[src/plsl_defs.svh]
`ifndef PLSL_DEFS_SVH
`define PLSL_DEFS_SVH

// ----------------------------------------------------------------
// Register byte addresses (printed offsets are indices)
// ----------------------------------------------------------------
`define PLSL_IDX_SELFTEST 8'h16
`define PLSL_IDX_STATUS 8'h17
`define PLSL_IDX_LAMPMAP 8'h18
`define PLSL_ADDR_SELFTEST 12'h058
`define PLSL_ADDR_STATUS 12'h05C
`define PLSL_ADDR_LAMPMAP 12'h060

// ----------------------------------------------------------------
// Field positions
// ----------------------------------------------------------------
`define PLSL_LOOP_MSB 1
`define PLSL_ST_SYNC 11
`define PLSL_ST_DROP 10
`define PLSL_ST_GEN 9
`define PLSL_ST_MSCR 8
`define PLSL_ST_SSCR 7
`define PLSL_ST_PWR 6
`define PLSL_AUX_LSB 12
`define PLSL_L2_LSB 8
`define PLSL_L1_LSB 4
`define PLSL_L0_LSB 0

// ----------------------------------------------------------------
// Reset values
// ----------------------------------------------------------------
`define PLSL_LOOP_RST 2'h0
`define PLSL_MAP_RST 16'h6150

// ----------------------------------------------------------------
// Lamp source codes
// ----------------------------------------------------------------
`define PLSL_SRC_LINK 4'h0
`define PLSL_SRC_ACT 4'h1
`define PLSL_SRC_TXACT 4'h2
`define PLSL_SRC_RXACT 4'h3
`define PLSL_SRC_COL 4'h4
`define PLSL_SRC_L1000 4'h5
`define PLSL_SRC_L100 4'h6
`define PLSL_SRC_L10 4'h7
`define PLSL_SRC_L10_100 4'h8
`define PLSL_SRC_L100_1000 4'h9
`define PLSL_SRC_FDX 4'hA
`define PLSL_SRC_BLINK 4'hB
`define PLSL_SRC_ERR 4'hD
`define PLSL_SRC_RXERR 4'hE

// ----------------------------------------------------------------
// Blink timing
// ----------------------------------------------------------------
`define PLSL_BLINK_MS 50
`define PLSL_CLK_MHZ 200
`define PLSL_BLINK_CYC (`PLSL_BLINK_MS * 1000 * `PLSL_CLK_MHZ)

`endif

[src/plsl_pkg.sv]
package plsl_pkg;

  typedef enum logic [1:0] {
    plsl_loop_off,
    plsl_loop_pre_scr,
    plsl_loop_post_scr,
    plsl_loop_post_enc
  } plsl_loop_e;

  typedef enum logic [1:0] {
    plsl_speed_10,
    plsl_speed_100,
    plsl_speed_1000
  } plsl_speed_e;

endpackage

[src/plsl_top.sv]
// How it works
// - 100BASE-TX with selector 11 loops after the line encoder.
// - 100BASE-TX with selector 10 loops after scrambler, before encoder.
// - 100BASE-TX with selector 01 loops before the scrambler.
// - Gigabit: selector low bit one loops before signal processing.
// - Status bit 11 shows checker synchronised.
// - Status bit 10 latches sync loss until a status read clears it.
// - Status bit 9 shows packet generator busy.
// - Status bit 8 shows gigabit master legacy scramble.
// - Status bit 7 shows gigabit slave legacy scramble.
// - Status bit 6 shows core in normal power.
// - Reserved status bits read zero, ignore writes, fields reset zero.
// - Lamp map holds four 4-bit selectors at 15:12, 11:8, 7:4, 3:0.
// - Selectors reset to 0110, 0001, 0101, 0000 and are writable.
// - Codes 0000 any link, 0111 10M link, 0110 100M link.
// - Codes 1000 10/100 link, 1001 100/1000 link, 0101 gigabit.
// - Codes 0001 any activity, 0010 transmit, 0011 receive.
// - Code 1010 full duplex; 1011 link with blink on activity.
// - Code 1101 any error, 1110 receive error; 1100, 1111 reserved.
`include "plsl_defs.svh"
`timescale 1ns/1ps

module plsl_top
  import plsl_pkg::*;
#(
  parameter int unsigned BLINK_CYCLES = `PLSL_BLINK_CYC
) (
  input wire logic ref_clk,
  input wire logic rst_b,
  input wire logic psel,
  input wire logic penable,
  input wire logic pwrite,
  input wire logic [11:0] paddr,
  input wire logic [31:0] pwdata,
  output logic [31:0] prdata,
  output logic pready,
  output logic pslverr,
  input wire logic [1:0] link_speed,
  input wire logic link_up,
  input wire logic full_duplex,
  input wire logic tx_active,
  input wire logic rx_active,
  input wire logic tx_error,
  input wire logic rx_error,
  input wire logic collision,
  input wire logic prbs_locked,
  input wire logic frame_gen_running,
  input wire logic master_legacy_scr,
  input wire logic slave_legacy_scr,
  input wire logic core_awake,
  output logic [1:0] pcs_loop_point_select,
  output logic loop_pre_scrambler,
  output logic loop_post_scrambler,
  output logic loop_post_encoder,
  output logic loop_pre_gig_dsp,
  output logic [2:0] lamp_output,
  output logic aux_lamp_output
);

  // ----------------------------------------------------------------
  // Input synchronisers
  // ----------------------------------------------------------------
  localparam int NSYNC = 15;
  logic [NSYNC-1:0] sync_a;
  logic [NSYNC-1:0] sync_b;
  wire logic [NSYNC-1:0] raw_in = {link_speed, link_up, full_duplex, tx_active, rx_active, tx_error,
                                   rx_error, collision, prbs_locked, frame_gen_running,
                                   master_legacy_scr, slave_legacy_scr, core_awake, 1'b0};

  always_ff @(posedge ref_clk or negedge rst_b) begin
    if (!rst_b) begin
      sync_a <= '0;
      sync_b <= '0;
    end else begin
      sync_a <= raw_in;
      sync_b <= sync_a;
    end
  end

  plsl_speed_e speed_s;
  logic link_s, fdx_s, txa_s, rxa_s, txe_s, rxe_s, col_s;
  logic prbs_sync_flag, frame_generator_active, gig_legacy_scramble_flag;
  logic slave_scr_s, core_normal_power_flag;
  always_comb begin
    speed_s = plsl_speed_e'(sync_b[14:13]);
    link_s = sync_b[12];
    fdx_s = sync_b[11];
    txa_s = sync_b[10];
    rxa_s = sync_b[9];
    txe_s = sync_b[8];
    rxe_s = sync_b[7];
    col_s = sync_b[6];
    prbs_sync_flag = sync_b[5];
    frame_generator_active = sync_b[4];
    gig_legacy_scramble_flag = sync_b[3];
    slave_scr_s = sync_b[2];
    core_normal_power_flag = sync_b[1];
  end

  // ----------------------------------------------------------------
  // APB decode
  // ----------------------------------------------------------------
  wire logic access = psel && penable;
  wire logic wr = access && pwrite;
  wire logic rd = access && !pwrite;
  wire logic hit_st = (paddr == `PLSL_ADDR_SELFTEST);
  wire logic hit_ss = (paddr == `PLSL_ADDR_STATUS);
  wire logic hit_lm = (paddr == `PLSL_ADDR_LAMPMAP);

  // ----------------------------------------------------------------
  // Registers
  // ----------------------------------------------------------------
  logic [15:0] indicator_source_map;
  logic prbs_sync_dropped;
  logic sync_prev;

  always_ff @(posedge ref_clk or negedge rst_b) begin
    if (!rst_b) begin
      pcs_loop_point_select <= `PLSL_LOOP_RST;
    end else if (wr && hit_st) begin
      pcs_loop_point_select <= pwdata[`PLSL_LOOP_MSB:0];
    end
  end

  always_ff @(posedge ref_clk or negedge rst_b) begin
    if (!rst_b) begin
      indicator_source_map <= `PLSL_MAP_RST;
    end else if (wr && hit_lm) begin
      indicator_source_map <= pwdata[15:0];
    end
  end

  always_ff @(posedge ref_clk or negedge rst_b) begin
    if (!rst_b) begin
      sync_prev <= 1'b0;
      prbs_sync_dropped <= 1'b0;
    end else begin
      sync_prev <= prbs_sync_flag;
      if (sync_prev && !prbs_sync_flag) begin
        prbs_sync_dropped <= 1'b1;
      end else if (rd && hit_ss) begin
        prbs_sync_dropped <= 1'b0;
      end
    end
  end

  // ----------------------------------------------------------------
  // Read data and response
  // ----------------------------------------------------------------
  logic [15:0] status_word;
  logic [31:0] next_prdata;
  always_comb begin
    status_word = '0;
    status_word[`PLSL_ST_SYNC] = prbs_sync_flag;
    status_word[`PLSL_ST_DROP] = prbs_sync_dropped;
    status_word[`PLSL_ST_GEN] = frame_generator_active;
    status_word[`PLSL_ST_MSCR] = gig_legacy_scramble_flag;
    status_word[`PLSL_ST_SSCR] = slave_scr_s;
    status_word[`PLSL_ST_PWR] = core_normal_power_flag;
    next_prdata = '0;
    if (hit_st) begin
      next_prdata = {30'h0, pcs_loop_point_select};
    end else if (hit_ss) begin
      next_prdata = {16'h0, status_word};
    end else if (hit_lm) begin
      next_prdata = {16'h0, indicator_source_map};
    end
  end

  logic next_pready;
  assign next_pready = psel && !penable;

  always_ff @(posedge ref_clk or negedge rst_b) begin
    if (!rst_b) begin
      pready <= 1'b0;
      pslverr <= 1'b0;
      prdata <= '0;
    end else begin
      pready <= next_pready;
      pslverr <= next_pready && !(hit_st || hit_ss || hit_lm);
      prdata <= (next_pready && !pwrite) ? next_prdata : 32'h0;
    end
  end

  // ----------------------------------------------------------------
  // Loopback point decode
  // ----------------------------------------------------------------
  always_ff @(posedge ref_clk or negedge rst_b) begin
    if (!rst_b) begin
      loop_pre_scrambler <= 1'b0;
      loop_post_scrambler <= 1'b0;
      loop_post_encoder <= 1'b0;
      loop_pre_gig_dsp <= 1'b0;
    end else begin
      loop_pre_scrambler <= (speed_s == plsl_speed_100) &&
                            (plsl_loop_e'(pcs_loop_point_select) == plsl_loop_pre_scr);
      loop_post_scrambler <= (speed_s == plsl_speed_100) &&
                             (plsl_loop_e'(pcs_loop_point_select) == plsl_loop_post_scr);
      loop_post_encoder <= (speed_s == plsl_speed_100) &&
                           (plsl_loop_e'(pcs_loop_point_select) == plsl_loop_post_enc);
      loop_pre_gig_dsp <= (speed_s == plsl_speed_1000) && pcs_loop_point_select[0];
    end
  end

  // ----------------------------------------------------------------
  // Blink timer
  // ----------------------------------------------------------------
  logic [31:0] blink_cnt;
  logic blink_phase;
  always_ff @(posedge ref_clk or negedge rst_b) begin
    if (!rst_b) begin
      blink_cnt <= '0;
      blink_phase <= 1'b0;
    end else if (blink_cnt >= BLINK_CYCLES - 1) begin
      blink_cnt <= '0;
      blink_phase <= !blink_phase;
    end else begin
      blink_cnt <= blink_cnt + 32'h1;
    end
  end

  // ----------------------------------------------------------------
  // Lamp source selection
  // ----------------------------------------------------------------
  function automatic logic lamp_pick(input logic [3:0] code);
    logic v;
    v = 1'b0;
    case (code)
      `PLSL_SRC_LINK: v = link_s;
      `PLSL_SRC_L10: v = link_s && (speed_s == plsl_speed_10);
      `PLSL_SRC_L100: v = link_s && (speed_s == plsl_speed_100);
      `PLSL_SRC_L10_100: v = link_s && (speed_s != plsl_speed_1000);
      `PLSL_SRC_L100_1000: v = link_s && (speed_s != plsl_speed_10);
      `PLSL_SRC_L1000: v = link_s && (speed_s == plsl_speed_1000);
      `PLSL_SRC_ACT: v = txa_s || rxa_s;
      `PLSL_SRC_TXACT: v = txa_s;
      `PLSL_SRC_RXACT: v = rxa_s;
      `PLSL_SRC_FDX: v = fdx_s;
      `PLSL_SRC_BLINK: v = link_s && !((txa_s || rxa_s) && blink_phase);
      `PLSL_SRC_ERR: v = txe_s || rxe_s;
      `PLSL_SRC_RXERR: v = rxe_s;
      `PLSL_SRC_COL: v = col_s;
      default: v = 1'b0;
    endcase
    return v;
  endfunction

  genvar gi;
  generate
    for (gi = 0; gi < 3; gi++) begin : g_lamp
      always_ff @(posedge ref_clk or negedge rst_b) begin
        if (!rst_b) begin
          lamp_output[gi] <= 1'b0;
        end else begin
          lamp_output[gi] <= lamp_pick(indicator_source_map[gi*4 +: 4]);
        end
      end
    end
  endgenerate

  always_ff @(posedge ref_clk or negedge rst_b) begin
    if (!rst_b) begin
      aux_lamp_output <= 1'b0;
    end else begin
      aux_lamp_output <= lamp_pick(indicator_source_map[`PLSL_AUX_LSB +: 4]);
    end
  end

endmodule // plsl_top

[config.mk]
export PLATFORM = sky130hd
export DESIGN_NAME = plsl_top
export DESIGN_NICKNAME = d
export VERILOG_FILES = /design/src/plsl_pkg.sv /design/src/plsl_top.sv
export VERILOG_INCLUDE_DIRS = /design/src
export SDC_FILE = /design/constraint.sdc
export NUM_CORES = 1
export LEC_CHECK = 0
export ABC_CLOCK_PERIOD_IN_PS = 5100
export BUFFER_PORTS_ARGS = -buffer_cell sky130_fd_sc_hd__buf_2
export CAP_MARGIN = 20
export CELL_PAD_IN_SITES_DETAIL_PLACEMENT = 0
export CELL_PAD_IN_SITES_GLOBAL_PLACEMENT = 1
export CORE_MARGIN = 4
export CORE_UTILIZATION = 35
export DETAILED_ROUTE_END_ITERATION = 8
export PLACE_DENSITY_LB_ADDON = 0.3
export SLEW_MARGIN = 40
export SYNTH_ARGS = -nofsm -noshare
export SYNTH_HDL_FRONTEND = slang
export SYNTH_SLANG_ARGS = --single-unit
[constraint.sdc]
create_clock -name ref_clk -period 5.1 [get_ports ref_clk]
set_input_delay 0 -clock ref_clk [delete_from_list [all_inputs] [get_ports ref_clk]]
set_output_delay 0 -clock ref_clk [all_outputs]
set_load 0.03 [all_outputs]
==> reports/qor.csv, run 1 <==
metric;value;unit
status;finished clean;
async_reset_ff_share;100.0;%
synth_area;4711;um2
pwr-share-seq;54.2;%
synth-edff-count;0;
swShare;22.94;%
rsz0062_at_grt;false;
syn-instance-count;410;
wl_per_cell;14.03;um
hpwl;6738;um
tns;0;ns
routed_wl;9865;um
p_leak;2.658;nW
met1_usage;17.26;%
met3_usage;3.542;%
grt_use_total;13.46;%
p_sw;374.7;uW
design_area;5848;um2
drt_pass1_iterations;4;
cts_tree;built;
synth_cell_types;54;
row_count;42;
antenna_found_initial;0;
htree_levels;3;
intPower;1.258;mW
port_buffers;74;
die_h;124.0;um
period_needed;2.016;ns
cts-buffers-inserted;9;
fp.dieArea;15380;um2
ant_nets;0;
final_nets;586;
clkSinkCount;107;
synth_most_common_cell;dfrtp_1;
place_congestion;0.8089;
post-route-period-util;39.52;%
area_delta_synth_final;24.14;%
drc;0;
fmax;0.4961;GHz
core;13190;um2
initial_core_util;35.71;%
hold_viol_final;0;
clkPwrFrac;39.3;%
ys_top_cells_by_count;dfrtp_1, nor2_1, xnor2_1;
top_usage_layer;met2;
utilization;44.34;%
worst-path-max-fanout;24;
overflow;0;
grt_pass1_vias;3230;
rr_worst_depth;6;
peakVddDrop;0.1423;mV
finClkSkew;0.005462;ns
drive_above_1_share;23.34;%
syn_area_per_cell;11.49;um2
cp.required;5.29;ns
drtIter0Drc;173;
relSlewSlack;56.07;%
ff2ff_setup_slack;3.08;ns
via_count;3315;
tightest_slew;0.6575;ns
synth_top_area_share;54.18;%
slew_violations;0;
yosysTopAreaCell;dfrtp_1;
holdCritStartpoint;paddr[2];
p_per_area;279.3;nW/um2
n_fill_cell;1248;
finalSetupViolations;0;
start_kind;flop;
ios;107;
worstSetupEndpointType;flop;
cts_resized;0;
reg2reg_from;blink_cnt[0]$_DFF_PN0_;
min_to;prdata[0]$_DFF_PN0_;
yosys_warnings;0;
reg2reg_to;blink_phase$_DFFE_PN0P_;
n_antenna_cell;0;
drv_cap;0;
seq_area_frac_synth;56.97;%
ys_ff_latch;107;
holdPathStages;4;
via_per_inst;4.716;
critical_path_class;flop to flop;
insertion_delay;0.35;ns
grt_pass1_wl;16050;um
combinationalPowerShare;6.5;%
die_w;124.0;um
critPathArrivalTime;2.21;ns
cts_max_path_buffers;2;
hold_class;input pin to flop;
grt_max_degree;61;
place_area;5213;um2
clkTransAtPathRegs;0.07;ns
cts_root_buf;clkbuf_16;
synth_area_leaders;dfrtp_1, nor2_1, xnor2_1, mux2_4, dfstp_2;
synthFlopType;dfrtp_1;
grtUsageMet2;21.70;%
[worst max-delay path, cell delays in order, from the launching register on]
cell     delay [ns]
dfrtp_1        0.40
ha_1           0.25
and2_1         0.17
and2_1         0.22
o21ai_1        0.12
a21oi_4        0.58
xor2_1         0.12
[state kept, by name, summed over array words and instances, names as in the netlist, 2 cells and up]
| register | flops |
|---|---|
| blink_cnt | 32 |
| indicator_source_map | 16 |
| lamp_output | 3 |
| pcs_loop_point_select | 2 |
| prdata | 16 |
| sync_a | 14 |
| sync_b | 14 |
[metal layers]
layer | routed length [um] | vias to the layer above
li1 | - | 1615
met1 | 4430 | 1596
met2 | 4650 | 84
met3 | 539 | 20
met4 | 246 | 0
met5 | 0 | -
[what timing repair did]
action,CTS,global route
setup buffers,0,0
hold endpoints to repair,79,0
hold buffers,35,0
[stage by stage]
stage | cells | total power [mW] | hold slack [ns] | setup WS (ns)
2_1_floorplan | 433 | 0.9480 | -0.2956 | 3.460
5_1_grt | 703 | 1.701 | 0.1326 | 2.864
3_3_place_gp | 652 | 0.9863 | 0.03900 | 2.817
6_report | 703 | 1.633 | 0.08584 | 3.084
3_5_place_dp | 652 | 0.9883 | 0.04863 | 3.079
4_1_cts | 703 | 1.656 | 0.07220 | 3.073
[cells by family (layout without fill, tap and decap cells)]
logic type      after synthesis  in the layout  synth area share (%)
simple gates                163            163                 19.79
flops                       107            107                 56.97
compound gates               48             48                 6.693
buf+inv                      38            132                 4.568
xor+xnor                     28             28                 5.206
mux                          24             24                 6.428
fa+ha+maj                     1              1                0.2656
other cells                   1             24               0.07960
[how the worst max path moves through the flow]
stage                            startpoint                       to  slack (ns)  cells after the start
finish               blink_cnt[0]$_DFF_PN0_  blink_phase$_DFFE_PN0P_        3.08                      6
global route         blink_cnt[0]$_DFF_PN0_  blink_cnt[16]$_DFF_PN0_        2.86                      6
CTS                  blink_cnt[0]$_DFF_PN0_  blink_cnt[13]$_DFF_PN0_        3.07                      6
detailed placement   blink_cnt[0]$_DFF_PN0_  blink_cnt[13]$_DFF_PN0_        3.08                      6
global placement     blink_cnt[0]$_DFF_PN0_  blink_phase$_DFFE_PN0P_        2.82                      6
floorplan           blink_cnt[22]$_DFF_PN0_  blink_cnt[15]$_DFF_PN0_        3.46                      6
[cell usage in the layout (no fill, tap or decap), types with 11 or more instances in the layout]
cell type,instances
nor2_1,51
xnor2_1,18
conb_1,24
dlygate4sd3_1,35
a21oi_1,12
nand3_1,14
dfrtp_1,102
and2_1,11
nand2_1,17
buf_2,73
[layout make-up]
type	instances	area, um2	area share (%)
multi-input combinational	288	1914	32.73
inverter	6	22.52	0.3851
sequential	107	2684	45.89
clock inverter	4	26.28	0.4493
tap	176	220.2	3.766
clock buffer	12	246.5	4.215
timing repair buffer	110	734.5	12.56
[power groups by stage]
| stage | combinational [mW] | clock (mW) | sequential [mW] |
|---|---|---|---|
| 2_1_floorplan | 0.0504 | 0 | 0.898 |
| 3_3_place_gp | 0.0858 | 0 | 0.901 |
| 3_5_place_dp | 0.0872 | 0 | 0.901 |
| 4_1_cts | 0.108 | 0.663 | 0.885 |
| 5_1_grt | 0.119 | 0.696 | 0.887 |
| 6_report | 0.107 | 0.642 | 0.885 |
No activity file was read; power rests on OpenSTA's default activity.
==> run 2, diff against run 1 <==
--- a/config.mk
+++ b/config.mk
@@ -6,7 +6,7 @@
 export SDC_FILE = /design/constraint.sdc
 export NUM_CORES = 1
 export LEC_CHECK = 0
-export ABC_CLOCK_PERIOD_IN_PS = 5100
+export ABC_CLOCK_PERIOD_IN_PS = 1660
 export BUFFER_PORTS_ARGS = -buffer_cell sky130_fd_sc_hd__buf_2
 export CAP_MARGIN = 20
 export CELL_PAD_IN_SITES_DETAIL_PLACEMENT = 0
==> constraint.sdc (replaced) <==
create_clock -name ref_clk -period 1.66 [get_ports ref_clk]
set_input_delay 0 -clock ref_clk [delete_from_list [all_inputs] [get_ports ref_clk]]
set_output_delay 0 -clock ref_clk [all_outputs]
set_load 0.03 [all_outputs]
==> reports/qor.csv, run 2 (synthesis gave the netlist of run 1 again) <==
metric;value;unit
status;finished clean;
fp.dieArea;15380;um2
overflow;0;
ant_nets;0;
relSlewSlack;63.44;%
htree_levels;3;
clkSinkCount;107;
critical_path_class;flop to flop;
drtIter0Drc;124;
n_fill_cell;1213;
hpwl;7199;um
via_count;3547;
stdcell_count;750;
die_w;124.0;um
grt_pass1_wl;16770;um
layout_commonest_cell;dfrtp_1;
post-route-period-util;99.06;%
place_area;5543;um2
largest_reg_flops;32;
grt_max_degree;108;
top_regs;blink_cnt (32), indicator_source_map (16), prdata (16);
wl_per_cell;14.22;um
start_kind;flop;
rr_worst_depth;5;
clkTransAtPathRegs;0.07;ns
drv_cap;0;
endpoint;aux_lamp_output$_DFF_PN0_;
fmax;0.6081;GHz
peakVddDrop;0.4610;mV
port_buffers;74;
rsz0062_at_grt;true;
cp.required;1.88;ns
p_per_area;826.3;nW/um2
cts-buffers-inserted;9;
final_nets;633;
ff2ff_setup_slack;0.02;ns
via_per_inst;4.729;
initial_core_util;35.71;%
insertion_delay;0.35;ns
finClkSkew;0.009280;ns
grt_pass1_vias;3488;
tightest_slew;0.5485;ns
routed_wl;10670;um
core;13190;um2
n_antenna_cell;0;
hold_viol_final;0;
most-common-layout-cells;dfrtp_1, buf_2, buf_4;
cts_tree;built;
reg2reg_to;aux_lamp_output$_DFF_PN0_;
critPathArrivalTime;1.86;ns
worstSetupStartpoint;indicator_source_map[13]$_DFFE_PN1P_;
slew_violations;0;
design_area;6470;um2
dpl.cell_count;692;
drt_pass1_iterations;4;
ios;107;
row_count;42;
top_register;blink_cnt;
drc;0;
hold_class;input pin to flop;
cts_root_buf;clkbuf_16;
reg2reg_from;indicator_source_map[13]$_DFFE_PN1P_;
place_congestion;0.8121;
area_delta_synth_final;37.34;%
worst-path-max-fanout;7;
p_leak;2.961;nW
period_needed;1.644;ns
drive_above_1_share;35.71;%
cts_max_path_buffers;2;
antenna_found_initial;0;
finalSetupViolations;0;
worstSetupEndpointType;flop;
die_h;124.0;um
grt_use_total;14.02;%
-- run 2: layout make-up --
type / count / area [um2] / share of cell area (%)
inverters: 6 / 22.52 / 0.3481
clock buffers: 11 / 232.7 / 3.597
clock inverters: 5 / 85.08 / 1.315
flip-flops and latches: 107 / 2685 / 41.50
multi-input cells: 288 / 2078 / 32.12
well taps: 176 / 220.2 / 3.404
repair buffers: 157 / 1146 / 17.71
-- run 2: what timing repair did --
action | CTS | global route
setup endpoints to repair | 25 | 29
endpoints found under the hold margin | 137 | 0
gates cloned | 1 | 0
buffers inserted | 2 | 5
pin swaps | 3 | 13
hold buffers | 35 | 0
resized for setup | 12 | 38
-- run 2: per-stage QoR --
step	utilization, %	worst slack [ns]	setup TNS (ns)	total power [mW]	hold WS (ns)
after floorplan	-	0.02022	0	2.912	-0.2956
after global placement	42.02	-0.03262	-0.09125	3.054	0.1085
after detailed placement	42.02	-0.1640	-0.8097	3.057	0.1094
after global routing	49.05	-0.09378	-1.307	5.591	0.1203
final	49.05	0.01562	0	5.346	0.09416
after CTS	47.79	0.002353	0	5.433	0.08533
-- run 2: worst min-delay path by stage --
stage | from | endpoint | depth (start not counted)
finish | paddr[3] | pslverr$_DFF_PN0_ | 4
global route | paddr[2] | pcs_loop_point_select[1]$_DFFE_PN0P_ | 4
CTS | paddr[2] | pcs_loop_point_select[0]$_DFFE_PN0P_ | 4
detailed placement | rx_error | sync_a[7]$_DFF_PN0_ | 1
global placement | rst_b | prdata[2]$_DFF_PN0_ | 2
floorplan | rst_b | aux_lamp_output$_DFF_PN0_ | 0
-- run 2: routing by layer --
| metal | track usage (%) | part of all wire [%] |
|---|---|---|
| met2 | 23.66 | 50 |
| met5 | 0 | 0 |
| met4 | 4.860 | 1.7 |
| met3 | 3.588 | 4.9 |
| met1 | 17.47 | 43 |
-- run 2: power by group --
part | switching (mW) | internal [mW]
Sequential | 0.0403 | 2.67
Clock | 0.934 | 1.33
Combinational | 0.210 | 0.162
-- run 2: critical path, cell delays in order (launching register included) --
cell and delay, ns:
dfstp_2 0.59, buf_4 0.14, mux2i_1 0.18, o22ai_1 0.11
nor4b_2 0.39, nor4_4 0.10
